`src/common/sie_pkg.sv`:
```
// Constants, types and register map of the safety input evaluator.
// Assumes a 20 MHz system clock; all counts derive from it.
package sie_pkg;
    localparam int CLK_HZ = 20_000_000;
    localparam int SLOT_US = 100;
    localparam int SLOT_CYC = (SLOT_US * (CLK_HZ / 1_000_000));
    localparam int TP_MAX_US = 50;
    localparam int TP_CYC = (TP_MAX_US * (CLK_HZ / 1_000_000));
    localparam int WIN_SLOTS = 16;
    localparam int WIN_CYC = SLOT_CYC * WIN_SLOTS;
    localparam int MS_CYC = CLK_HZ / 1000;
    localparam int MAX_TERM = 8;
    localparam logic [15:0] ESTOP_SKEW_MS = 16'h01F4;
    localparam logic [7:0] BLINK_MS = 8'hFA;
    // Register byte offsets, and block numbers in address bits 7:5
    localparam logic [7:0] OFS_CTRL = 8'h00;
    localparam logic [7:0] OFS_SKEW = 8'h04;
    localparam logic [7:0] OFS_THR = 8'h08;
    localparam logic [7:0] OFS_SPECIAL = 8'h0C;
    localparam logic [7:0] OFS_STATUS = 8'h10;
    localparam logic [2:0] BLK_SHAPE = 3'h1;
    localparam logic [2:0] BLK_OVR = 3'h2;
    // Control fields
    localparam int CTRL_ERR_EN = 0;
    localparam int CTRL_ESTOP = 1;
    localparam int CTRL_SKEW_EN = 2;
    localparam int CTRL_CNT_LSB = 8;
    // Reset values
    localparam logic [15:0] SKEW_RST = 16'h01F4;
    localparam logic [7:0] THR_HI_RST = 8'h50;
    localparam logic [7:0] THR_LO_RST = 8'h14;
    localparam logic [3:0] TERM_CNT_RST = 4'h1;
    // Signal shape codes
    localparam logic [3:0] SH_STEADY_HIGH = 4'h0;
    localparam logic [3:0] SH_TESTED_HIGH = 4'h1;
    localparam logic [3:0] SH_STEADY_LOW = 4'h2;
    localparam logic [3:0] SH_PULSE_A = 4'h3;
    localparam logic [3:0] SH_INV_A = 4'h7;
    localparam logic [3:0] SH_INV_D = 4'hA;
    // Coded pulse patterns, one low slot each, at different places
    localparam logic [7:0] PAT_A = 8'hFE;
    localparam logic [7:0] PAT_B = 8'hFB;
    localparam logic [7:0] PAT_C = 8'hEF;
    localparam logic [7:0] PAT_D = 8'hBF;
    typedef enum logic [1:0] {SIE_OFF, SIE_ON, SIE_ERR} sie_fsm_t;
endpackage

```
`src/common/sie_pulse_if.sv`:
```
// Carries the current coded pulse bits from generator to evaluator.
// Both ends run on the same system clock.
`timescale 1ns/100ps
interface sie_pulse_if;
    logic [3:0] code;
    modport gen(output code);
    modport use_side(input code);
endinterface

```
`src/rtl/sie_eval.sv`:
```
// Safety input evaluator: classifies terminals, runs OFF/ON/ERROR.
// Assumes comparator outputs per terminal and an Avalon-MM master.
`timescale 1ns/100ps
module sie_eval
    import sie_pkg::*;
#(
    parameter int N_TERM = MAX_TERM,
    parameter int CYC_PER_MS = MS_CYC,
    parameter int SLOT_P = SLOT_CYC,
    parameter int WIN_P = WIN_CYC,
    parameter int TP_P = TP_CYC
) (
    // Clock and reset
    input logic sys_clk,
    input logic rst,
    // Avalon-MM slave
    input logic [7:0] avs_address,
    input logic avs_read,
    input logic avs_write,
    input logic [31:0] avs_writedata,
    input logic [3:0] avs_byteenable,
    output logic [31:0] avs_readdata,
    output logic avs_waitrequest,
    // Terminal comparators
    input logic [N_TERM-1:0] term_above_hi,
    input logic [N_TERM-1:0] term_above_lo,
    // Threshold settings to front end
    output logic [N_TERM*8-1:0] thr_hi_code,
    output logic [N_TERM*8-1:0] thr_lo_code,
    output logic [N_TERM-1:0] thr_volt_mode,
    // Coded pulse drive
    output logic [3:0] pulse_drive,
    output logic [3:0] pulse_drive_n,
    // Function outputs
    output logic func_on,
    output logic func_err,
    // Terminal LEDs
    output logic [N_TERM-1:0] led_red,
    output logic [N_TERM-1:0] led_green,
    output logic [N_TERM-1:0] led_orange
);
    if (N_TERM < 1 || N_TERM > MAX_TERM) begin : g_bad_n
        $error("sie_eval: N_TERM out of range");
    end
    // Tested-high gaps must be shorter than a pulse slot
    if (TP_P < 1 || SLOT_P <= TP_P + 8 || WIN_P < 8 * SLOT_P ||
        WIN_P > 65535 || CYC_PER_MS < 2 || CYC_PER_MS > 65535) begin : g_bad_t
        $error("sie_eval: timing parameters out of range");
    end

    localparam logic [15:0] WIN_L = 16'(WIN_P);
    localparam logic [15:0] TP_L = 16'(TP_P);
    localparam logic [15:0] MS_L = 16'(CYC_PER_MS - 1);

    typedef struct packed {
        logic [N_TERM-1:0][2:0] shi;
        logic [N_TERM-1:0][2:0] slo;
        logic [N_TERM-1:0] lvl;
        logic [N_TERM-1:0][15:0] age_on;
        logic [N_TERM-1:0][15:0] age_off;
        logic [N_TERM-1:0][15:0] age_err;
        logic [N_TERM-1:0][15:0] lowc;
        logic [4:0][3:0] expd;
        logic [15:0] settle;
        sie_fsm_t st;
        logic armed;
        logic [15:0] pre;
        logic tick;
        logic [15:0] mix_ms;
        logic [7:0] blink_ms;
        logic blink;
        logic err_en;
        logic estop;
        logic skew_en;
        logic [3:0] cnt;
        logic [15:0] skew_lim;
        logic [7:0] thr_hi;
        logic [7:0] thr_lo;
        logic [N_TERM-1:0] special;
        logic [N_TERM-1:0][7:0] ovr_hi;
        logic [N_TERM-1:0][7:0] ovr_lo;
        logic [N_TERM-1:0][3:0] sh_on;
        logic [N_TERM-1:0][3:0] sh_off;
        logic wreq;
        logic [31:0] rdata;
        logic on_o;
        logic err_o;
        logic [N_TERM-1:0] led_r;
        logic [N_TERM-1:0] led_g;
        logic [N_TERM-1:0] led_o;
        logic [N_TERM-1:0][7:0] thh;
        logic [N_TERM-1:0][7:0] thl;
        logic [N_TERM-1:0] vmode;
        logic [3:0] pd;
        logic [3:0] pdn;
    } sie_st_t;

    sie_st_t q, d;
    sie_pulse_if u_pif();

    sie_pulse_gen #(
        .SLOT(SLOT_P)
    ) u_gen (
        .sys_clk(sys_clk),
        .rst(rst),
        .pif(u_pif)
    );

    function automatic logic mism(input logic [3:0] c, input logic l,
                                  input logic [3:0] e, input logic [3:0] s,
                                  input logic tpo);
        logic [3:0] k;
        logic m;
        k = 4'h0;
        m = 1'b1;
        if (c == SH_STEADY_HIGH) begin
            m = !l;
        end else if (c == SH_TESTED_HIGH) begin
            m = tpo;
        end else if (c == SH_STEADY_LOW) begin
            m = l;
        end else if (c >= SH_PULSE_A && c < SH_INV_A) begin
            // Level differs from the expected bit in a stable slot
            k = c - SH_PULSE_A;
            m = s[k[1:0]] && (l != e[k[1:0]]);
        end else if (c >= SH_INV_A && c <= SH_INV_D) begin
            k = c - SH_INV_A;
            m = s[k[1:0]] && (l == e[k[1:0]]);
        end
        return m;
    endfunction

    function automatic logic [31:0] merge(input logic [31:0] o,
                                          input logic [31:0] w,
                                          input logic [3:0] be);
        logic [31:0] bm;
        bm = {{8{be[3]}}, {8{be[2]}}, {8{be[1]}}, {8{be[0]}}};
        return (o & ~bm) | (w & bm);
    endfunction

    // Per-terminal classification
    logic [N_TERM-1:0] used, mis_on, mis_off, ton, toff, terr;
    logic [3:0] stab;
    logic valid, all_on, all_off, any_err, mixed, act, skew_over;
    logic [15:0] lim;

    // Transition cycles of a pulse are skipped, not judged
    assign stab = ~(q.expd[4] ^ q.expd[3]);
    assign valid = (q.settle == WIN_L);

    for (genvar i = 0; i < N_TERM; i++) begin : g_term
        assign used[i] = (4'(i) < q.cnt);
        assign mis_on[i] = mism(q.sh_on[i], q.lvl[i], q.expd[4], stab,
                                q.lowc[i] > TP_L);
        assign mis_off[i] = mism(q.sh_off[i], q.lvl[i], q.expd[4], stab,
                                 q.lowc[i] > TP_L);
        assign ton[i] = used[i] && (q.age_on[i] >= WIN_L);
        assign toff[i] = used[i] && !ton[i] && (q.age_off[i] >= WIN_L);
        // Neither shape for a full window
        // Grace of one window lets a clean shape change finish
        assign terr[i] = valid && used[i] && !ton[i] && !toff[i] &&
                         (q.age_err[i] >= WIN_L);
    end

    assign all_on = (ton == used);
    assign all_off = (toff == used);
    assign any_err = |terr;
    assign mixed = valid && !any_err && (|ton) && (|toff);
    assign lim = q.estop ? ESTOP_SKEW_MS : q.skew_lim;
    assign act = q.estop || q.skew_en;
    assign skew_over = act && mixed && (q.mix_ms > lim);

    always_comb begin
        logic [31:0] rd;
        logic [31:0] wv;
        logic [2:0] ix;
        rd = 32'h0000_0000;
        wv = 32'h0000_0000;
        ix = avs_address[4:2];
        d = q;

        for (int i = 0; i < N_TERM; i++) begin
            d.shi[i] = {q.shi[i][1:0], term_above_hi[i]};
            d.slo[i] = {q.slo[i][1:0], term_above_lo[i]};
            if (q.shi[i][2] == q.shi[i][1] && q.shi[i][2]) begin
                d.lvl[i] = 1'b1;
            end else if (q.slo[i][2] == q.slo[i][1] && !q.slo[i][2]) begin
                d.lvl[i] = 1'b0;
            end
            d.lowc[i] = q.lvl[i] ? 16'h0000 :
                        (q.lowc[i] == 16'hFFFF ? q.lowc[i] :
                         q.lowc[i] + 16'h0001);
            d.age_on[i] = mis_on[i] ? 16'h0000 :
                          (q.age_on[i] >= WIN_L ? WIN_L :
                           q.age_on[i] + 16'h0001);
            d.age_off[i] = mis_off[i] ? 16'h0000 :
                           (q.age_off[i] >= WIN_L ? WIN_L :
                            q.age_off[i] + 16'h0001);
            d.age_err[i] = (!valid || !used[i] || ton[i] || toff[i]) ?
                           16'h0000 :
                           (q.age_err[i] >= WIN_L ? WIN_L :
                            q.age_err[i] + 16'h0001);
            d.thh[i] = q.special[i] ? q.ovr_hi[i] : q.thr_hi;
            d.thl[i] = q.special[i] ? q.ovr_lo[i] : q.thr_lo;
        end
        d.vmode = q.special;
        d.settle = valid ? q.settle : q.settle + 16'h0001;

        // Pins carry pattern and its inverse
        d.pd = u_pif.code;
        d.pdn = ~u_pif.code;
        // Delay line matches pin-to-level latency of four cycles
        d.expd = {q.expd[3:0], u_pif.code};

        d.tick = (q.pre == MS_L);
        d.pre = d.tick ? 16'h0000 : q.pre + 16'h0001;
        if (q.tick) begin
            if (q.blink_ms == BLINK_MS - 8'h01) begin
                d.blink_ms = 8'h00;
                d.blink = !q.blink;
            end else begin
                d.blink_ms = q.blink_ms + 8'h01;
            end
        end
        if (!mixed) begin
            d.mix_ms = 16'h0000;
        end else if (q.tick && q.mix_ms != 16'hFFFF) begin
            d.mix_ms = q.mix_ms + 16'h0001;
        end

        // Arm only after a full OFF
        if (valid && all_off) begin
            d.armed = 1'b1;
        end
        if (!valid) begin
            d.st = q.st;
        end else if (any_err || skew_over) begin
            d.st = SIE_ERR;
            d.armed = 1'b0;
        end else begin
            unique case (q.st)
                SIE_OFF: begin
                    if (all_on && q.armed) begin
                        d.st = SIE_ON;
                    end
                end
                SIE_ON: begin
                    if (!all_on) begin
                        d.st = SIE_OFF;
                    end
                end
                SIE_ERR: begin
                    // Only a full OFF leaves ERROR
                    if (all_off) begin
                        d.st = SIE_OFF;
                    end
                end
            endcase
        end
        d.on_o = (d.st == SIE_ON);
        d.err_o = (d.st == SIE_ERR) && d.err_en;

        d.led_g = ton;
        d.led_r = toff;
        d.led_o = terr & {N_TERM{q.blink}};

        // Read mux
        if (avs_address[7:5] == 3'h0) begin
            unique case ({avs_address[4:2], 2'b00})
                OFS_CTRL[4:0]: begin
                    rd[CTRL_ERR_EN] = q.err_en;
                    rd[CTRL_ESTOP] = q.estop;
                    rd[CTRL_SKEW_EN] = q.skew_en;
                    rd[CTRL_CNT_LSB+:4] = q.cnt;
                end
                OFS_SKEW[4:0]: rd[15:0] = q.skew_lim;
                OFS_THR[4:0]: rd[15:0] = {q.thr_lo, q.thr_hi};
                OFS_SPECIAL[4:0]: rd[7:0] = 8'(q.special);
                OFS_STATUS[4:0]: begin
                    rd[1:0] = q.st;
                    rd[2] = q.on_o;
                    rd[3] = q.err_o;
                    rd[4] = q.armed;
                    rd[5] = valid;
                    rd[15:8] = 8'(ton);
                    rd[23:16] = 8'(terr);
                    rd[31:24] = 8'(toff);
                end
                default: rd = 32'h0000_0000;
            endcase
        end else if (avs_address[7:5] == BLK_SHAPE && 32'(ix) < N_TERM) begin
            rd[7:0] = {q.sh_off[ix], q.sh_on[ix]};
        end else if (avs_address[7:5] == BLK_OVR && 32'(ix) < N_TERM) begin
            rd[15:0] = {q.ovr_lo[ix], q.ovr_hi[ix]};
        end

        // Avalon handshake: one wait cycle, answer on the second edge
        d.wreq = !((avs_read || avs_write) && q.wreq);
        if (avs_read && q.wreq) begin
            d.rdata = rd;
        end
        if (avs_write && !q.wreq) begin
            wv = merge(rd, avs_writedata, avs_byteenable);
            if (avs_address == OFS_CTRL) begin
                d.err_en = wv[CTRL_ERR_EN];
                d.estop = wv[CTRL_ESTOP];
                d.skew_en = wv[CTRL_SKEW_EN];
                d.cnt = wv[CTRL_CNT_LSB+:4];
                if (d.cnt == 4'h0 || 32'(d.cnt) > N_TERM) begin
                    d.cnt = 4'(N_TERM);
                end
            end else if (avs_address == OFS_SKEW) begin
                d.skew_lim = wv[15:0];
            end else if (avs_address == OFS_THR) begin
                d.thr_hi = wv[7:0];
                d.thr_lo = wv[15:8];
            end else if (avs_address == OFS_SPECIAL) begin
                d.special = wv[N_TERM-1:0];
            end else if (avs_address[7:5] == BLK_SHAPE &&
                         32'(ix) < N_TERM && avs_address[1:0] == 2'b00) begin
                d.sh_on[ix] = wv[3:0];
                d.sh_off[ix] = wv[7:4];
            end else if (avs_address[7:5] == BLK_OVR &&
                         32'(ix) < N_TERM && avs_address[1:0] == 2'b00) begin
                d.ovr_hi[ix] = wv[7:0];
                d.ovr_lo[ix] = wv[15:8];
            end
        end
    end

    always_ff @(posedge sys_clk or posedge rst) begin
        if (rst) begin
            q <= '0;
            q.st <= SIE_OFF;
            q.wreq <= 1'b1;
            q.skew_lim <= SKEW_RST;
            q.thr_hi <= THR_HI_RST;
            q.thr_lo <= THR_LO_RST;
            q.cnt <= TERM_CNT_RST;
            q.thh <= {N_TERM{THR_HI_RST}};
            q.thl <= {N_TERM{THR_LO_RST}};
            q.pd <= 4'hF;
        end else begin
            q <= d;
        end
    end

    assign avs_readdata = q.rdata;
    assign avs_waitrequest = q.wreq;
    assign thr_hi_code = q.thh;
    assign thr_lo_code = q.thl;
    assign thr_volt_mode = q.vmode;
    assign pulse_drive = q.pd;
    assign pulse_drive_n = q.pdn;
    assign func_on = q.on_o;
    assign func_err = q.err_o;
    assign led_red = q.led_r;
    assign led_green = q.led_g;
    assign led_orange = q.led_o;
endmodule

```
`src/rtl/sie_pulse_gen.sv`:
```
// Coded pulse generator for the four own-unit pulse shapes.
// Assumes the evaluator delays these bits to match its input path.
`timescale 1ns/100ps
module sie_pulse_gen
    import sie_pkg::*;
#(
    parameter int SLOT = SLOT_CYC
) (
    // Clock and reset
    input logic sys_clk,
    input logic rst,
    // Pulse bits
    sie_pulse_if.gen pif
);
    if (SLOT < 2 || SLOT > 65535) begin : g_bad
        $error("sie_pulse_gen: SLOT out of range");
    end

    localparam logic [15:0] SLOT_L = 16'(SLOT - 1);

    typedef struct packed {
        logic [15:0] cnt;
        logic [2:0] slot;
        logic [3:0] code;
    } sie_gen_t;

    sie_gen_t q, d;

    always_comb begin
        d = q;
        if (q.cnt == SLOT_L) begin
            d.cnt = 16'h0000;
            d.slot = q.slot + 3'h1;
        end else begin
            d.cnt = q.cnt + 16'h0001;
        end
        d.code = {PAT_D[d.slot], PAT_C[d.slot], PAT_B[d.slot],
                  PAT_A[d.slot]};
    end

    always_ff @(posedge sys_clk or posedge rst) begin
        if (rst) begin
            q <= '0;
            q.code <= 4'hF;
        end else begin
            q <= d;
        end
    end

    assign pif.code = q.code;
endmodule

```
`config.mk`:
```
export PLATFORM = sky130hd
export DESIGN_NAME = sie_eval
export DESIGN_NICKNAME = d
export VERILOG_FILES = /design/src/common/sie_pkg.sv /design/src/common/sie_pulse_if.sv /design/src/rtl/sie_eval.sv /design/src/rtl/sie_pulse_gen.sv
export SDC_FILE = /design/constraint.sdc
export NUM_CORES = 2
export LEC_CHECK = 0
export CORE_ASPECT_RATIO = 0.6
export CORE_MARGIN = 1
export CORE_UTILIZATION = 35
export DETAILED_ROUTE_END_ITERATION = 7
export DONT_BUFFER_PORTS = 1
export GPL_TIMING_DRIVEN = 0
export PLACE_DENSITY_LB_ADDON = 0.3
export SYNTH_ARGS = -nofsm -noshare
export SYNTH_HDL_FRONTEND = slang
export SYNTH_HIERARCHICAL = 1
export SYNTH_SLANG_ARGS = --single-unit
```
`constraint.sdc`:
```
create_clock -name sys_clk -period 42.7 [get_ports sys_clk]
set_input_delay 6.405 -clock sys_clk [delete_from_list [all_inputs] [get_ports sys_clk]]
set_output_delay 6.405 -clock sys_clk [all_outputs]
set_load 0.03 [all_outputs]
```
After elaboration in Yosys (flattened, before gate mapping)
Memories as Yosys holds them, arrays and structs flattened. A register that Yosys moved wholly into a read port is not among the register bits.
Cells that the tools add are included.
Storage, ports and cells
  register bits after elaboration: 1110
  ROM bits: 32
  input port bits: 64
  memories: 4
Cells by class
  add/subtract/negate cells: 70
  magnitude comparators: 140
  eq/ne operators: 117
  muxes and demuxes: 348
  bitwise operators: 13
  reductions and logical operators: 264
Memories
  (no name shown): depth 8, bits a word 1, rd ports 1, clocked after Yosys merged registers in 1, wr ports 0, RTL line sie_pulse_gen.sv:37  | d.code = {PAT_D[d.slot], PAT_C[d.slot], PAT_B[d.slot],
  (no name shown): depth 8, bits a word 1, rd ports 1, clocked after Yosys merged registers in 1, wr ports 0, RTL line sie_pulse_gen.sv:37
  (no name shown): depth 8, bits a word 1, rd ports 1, clocked after Yosys merged registers in 1, wr ports 0, RTL line sie_pulse_gen.sv:37
  (no name shown): depth 8, bits a word 1, rd ports 1, clocked after Yosys merged registers in 1, wr ports 0, RTL line sie_pulse_gen.sv:38  | PAT_A[d.slot]};
Operators with widths (count)
  $mux 16: 73
  $add 16x1->16 const B: 36
  $ge 16x15->1 const B: 24
  $mux 8: 22
  $mux 1: 163
  $logic_and 1x1->1: 151
  $bmux 1 s2: 64
  $bwmux 64: 2
  $eq 16x16->1 const B: 8
  $gt 16x10->1 const B: 8
  $lt 2x3->1 const B: 32
  $logic_not 4->1: 17
  $bwmux 32: 2
  $eq 4x1->1 const B: 16
  $eq 4x2->1 const B: 16
  $ge 4x2->1 const B: 16
  $ge 4x3->1 const B: 16
  $le 4x4->1 const B: 16
  $lt 4x3->1 const B: 16
  $sub 2x2->2 const B: 32
  $bmux 8 s3: 2
  $logic_not 1->1: 45
  $and 16x16->16: 2
  $eq 1x1->1: 32
  53 further kinds: 141

Logic depth before layout (Yosys ltp)
  depth in word-level cells: 20
  depth in mapped cells: 12
  gate-level depth less buffers: 9

Hierarchy
The synthesis kept the hierarchy.
Modules (own cells, without submodules)
  sie_eval: times used 1, cells an instance 5134, area an instance 54464.7 µm²
  sie_pulse_gen: times used 1, cells an instance 107, area an instance 1134.8 µm²

Worst setup path after synthesis
Ideal clock, no wire load.
  path type: input-to-reg
  from: in avs_address[2]
  to: reg q[208] in the netlist's numbering
  setup time: 0.135 ns
  arrival: 8.276 ns
  required time: 42.565 ns
  setup slack: 34.289 ns
  stages on the path: 11
  cells stage by stage: buf_6 > buf_8 > buf_8 > mux4_2 > a221oi_1 > nor4_1 > a21oi_2 > nand2_1 > o21ai_4 > buf_12 > mux2i_2
Between the ends
  longest elaborated chain between the ends: 8
  elaborated cells between the ends (all ways): 29
  classes of those cells: order compare: 2; eq/ne: 7; mux: 11; bitwise: 6; reduce/logical: 3
RTL lines
  start: declaration: RTL line sie_eval.sv:17  | input logic [7:0] avs_address,
  $bmux 8 s3: RTL line sie_eval.sv:294  | rd[15:0] = {q.ovr_lo[ix], q.ovr_hi[ix]};
  $mux 8 (implied by the code): RTL line sie_eval.sv:294
  $mux 16: RTL line sie_eval.sv:293  | end else if (avs_address[7:5] == BLK_OVR && 32'(ix) < N_TERM) begin
  $mux 8: RTL line sie_eval.sv:291  | end else if (avs_address[7:5] == BLK_SHAPE && 32'(ix) < N_TERM) begin
  $mux 16: RTL line sie_eval.sv:268  | if (avs_address[7:5] == 3'h0) begin
  $and 16x16->16: RTL line sie_eval.sv:138  | return (o & ~bm) | (w & bm);
  $or 16x16->16: RTL line sie_eval.sv:138
  $bwmux 32: RTL line sie_eval.sv:322  | d.sh_off[ix] = wv[7:4];
  end: declaration: RTL line sie_eval.sv:98  | sie_st_t q, d;
Several ways; a longest one is shown, not always the timed one. The select of a mux whose other input is x is not followed.
A chain may end at the register's enable or synchronous reset.

Final worst setup path
  from: in avs_address[2]
  to: reg q (netlist bit d[11])
Between the ends
  longest elaborated chain between the ends: 7
  elaborated cells between the ends (all ways): 22
  classes of those cells: eq/ne: 7; mux: 8; bitwise: 5; reduce/logical: 2
RTL lines (RTL line)
  $bmux 8 s3: sie_eval.sv:294
  $mux 8 (implied by the code): sie_eval.sv:294
  $mux 16: sie_eval.sv:293
  $mux 8: sie_eval.sv:291
  $mux 16: sie_eval.sv:268
  $and 16x16->16: sie_eval.sv:138
  $or 16x16->16: sie_eval.sv:138
Several ways; a longest one is shown, not always the timed one. The select of a mux whose other input is x is not followed.

==> impl_metrics.tcl <==
set metrics [dict create \
    holdCritPathClass "flop to flop" \
    ff2ff_setup_slack_ns 39.15 \
    layout-drive-gt1-share_pct 16.5 \
    cts_root_buf "clkbuf_16" \
    power_report.internal_total_mw 1.74 \
    timing.clock.skew_ns 0.0673 \
    synth_flop_cell "dfrtp_1" \
    drt_iter0_drc 4106 \
    place.detailed.hpwl_mm 114 \
    clock_tree.buffer_depth 3 \
    gr-usage-all-layers_pct 19.4 \
    hold_violations 0 \
    netlist.area_leader.share_pct 47.8 \
    floorplan.die_area_mm2 0.161 \
    route.detailed.drc 0 \
    synthDistinctLibCells 120 \
    gpl.final_weighted_congestion 0.915 \
    p_sw_uw 612 \
    drt-pass1-iter-count 6 \
    ys_seq_elements 1114 \
    ys.warnings.count 6 \
    seq_power_share_pct 47.7 \
    worst_hold_startpoint "d[1071]$_DFF_PP0_" \
    post_cts_resize_count 0 \
    syn-cell-area_mm2 0.0556 \
    final_common_cell "dfrtp_1" \
    power.combinational.fraction_pct 8.3 \
    ir_drop_v 0.0000306 \
    cts-buffers-inserted 111 \
    final_net_count 5604 \
    ant_nets 0 \
    tritoncts "yes" \
    synthArstFlopShare_pct 100 \
    route.met3.wl_mm 13.0 \
    crit_required_ns 43.32 \
    core_mm2 0.157 \
    critPathArrivalTime_ns 9.73 \
    clk_latency_ns 0.77 \
    num_io_pins 267 \
    period_share_pct 21.3 \
    status "finished, final reports clean" \
    leakagePower_nw 27.5 \
    core.rowCount 112 \
    cts.sink_count 1114 \
    finalSetupViolations 0 \
    cp_max_fo 10 \
    timing.critical_path.from "avs_address[2]" \
    pin_count_of_the_biggest_net_entering_global_routing 129 \
    grt_antenna_before_repair 9 \
    die_height_um 311 \
    cp-endpoint "d[11]$_DFFE_PP0P_" \
    worstHoldPathCells 0 \
    final_core_utilization_pct 39.9 \
    rsz_0062_raised_after_global_routing "no" \
    start_kind "input pin" \
    route.top_layer_used "met5" \
    critPathKind "input pin to flop" \
    mostFrequentLayoutCells "dfrtp_1, nor2_1, nand2_1, a21oi_1, xor2_1" \
    cts_hold_repair.buffers 0 \
    post_synth_edffs 0 \
    maxSlewHeadroom_pct 17.5 \
    final.min_clock_period_ns 9.11 \
    syn-mean-instance-area_um2 10.6 \
    synth_largest_area_cell "dfrtp_1" \
    grt_pass1_wl_mm 239 \
    share_clk_of_total_power_pct 44.0 \
    dieWidth_um 517 \
    synth.yosys.seq_area_share_pct 50.3 \
    final_critical_path_setup_slack_ns 33.59 \
    rr_endpoint "d[11]$_DFFE_PP0P_" \
    placement.setup.worst_slack_ns 32.57 \
    pd_cells_mw_per_mm2 37.8 \
    synthToLayoutAreaGrowth_pct 12.3 \
    crit_path_end_kind "flop" \
    clk_pin_slew_worst_paths_ns 0.06 \
    power_switching_share_pct 26.0 \
    cts-htree-levels 3 \
    grt.overflow.total 0 \
    maxSlewViolCount 0 \
    fin_setup_tns_ns 0 \
    start_util_pct 35.5 \
    route.vias.total 39704 \
    netlist_instances 5241 \
    worst-slew-pin-transition_ns 1.22 \
    wl_met2_mm 64.0 \
    number_of_global_route_vias_before_repair 37961 \
    netlist_top_cells_area "dfrtp_1, xor2_1, mux2_2" \
    port_buffers 0 \
    maxCapViolCount 0 \
    fmax_mhz 110 \
    vias_per_cell 5.23 \
    ff2ff_path_depth 9 \
    total_power_mw 2.36 \
    detail_route.wirelength_mm 157 \
    post_cts.repair.setup_buffers 0 \
    drt-wirelength-per-cell_um 20.6 \
    regToRegStartpoint "d[11]$_DFFE_PP0P_" \
    route.layer.met1.wl_mm 76.1 \
]
power groups by stage:
stage,Clock [mW],Combinational (mW),Sequential (mW)
3_5_place_dp,0,0.196,1.14
3_3_place_gp,0,0.191,1.14
5_1_grt,1.11,0.216,1.13
2_1_floorplan,0,0.138,1.13
6_report,1.04,0.197,1.12
4_1_cts,1.07,0.197,1.12
worst min path at each step:
stage,endpoint,slack [ns]
after floorplan,d[1045]$_DFF_PP0_,0.33
after global placement,d[1081]$_DFF_PP0_,0.34
after detailed placement,d[513]$_DFF_PP0_,0.33
after CTS,d[1072]$_DFF_PP0_,0.34
after global routing,d[1066]$_DFF_PP0_,0.35
final,d[1072]$_DFF_PP0_,0.34
logic make-up after synthesis:
| group | Yosys count | share of synthesized area [%] |
|---|---|---|
| and+or+nand+nor | 1795 | 15.6 |
| DFF | 1114 | 50.3 |
| AOI/OAI and AO/OA | 770 | 8.78 |
| buffers and inverters | 608 | 6.03 |
| xor gates and xnor gates | 496 | 7.93 |
| muxes | 303 | 7.91 |
| adders and majority gates | 154 | 3.47 |
| other | 1 | 0.00674 |
routing by layer:
layer,track usage (%),up-vias
li1,-,18140
met1,30.1,19852
met2,26.5,1478
met3,4.82,230
met4,4.75,4
met5,0,-
per-stage QoR:
stage	instance area [um^2]	instances	hold slack, ns
after floorplan	55700	5264	0.331
after global placement	58300	7373	0.335
after detailed placement	58600	7382	0.335
after CTS	62400	7590	0.338
after global routing	62400	7592	0.345
final	62400	7592	0.335
cells in the mapped netlist, types with 137 or more instances:
master and count:
xnor2_1 219, nand2_1 445, ha_1 154, inv_1 188, dfrtp_1 1062, xor2_1 269, o21ai_0 202, buf_4 215
mux2_2 178, nor2_1 517, nand3_1 237, a21oi_1 271, clkbuf_1 137
layout make-up:
type / count / area [um^2]
inverter: 190 / 721
timing repair buffer: 9 / 248
sequential: 1114 / 27900
multi-input combinational: 3542 / 24400
clock inverter: 54 / 626
fill: 15048 / 94100
antenna: 2 / 5.00
tap: 2109 / 2640
clock buffer: 154 / 3200
buffer: 418 / 2640
state kept, by name, indices dropped and copies added (netlist names), 19 cells and up:
register and count:
avs_readdata 32, d 56, thr_hi_code 64, thr_lo_code 64
q 832, u_gen/q 19
worst max-delay path, stage by stage:
cell and delay [ns]:
buf_6 0.16, buf_12 0.18, buf_4 0.29, mux2_2 0.42
a22oi_1 0.41, a2bb2oi_1 0.20, o22ai_1 0.08, o21ai_1 0.43
o21a_1 0.65, buf_4 0.34, a21oi_1 0.12
Power figures use the tool's default switching activity.
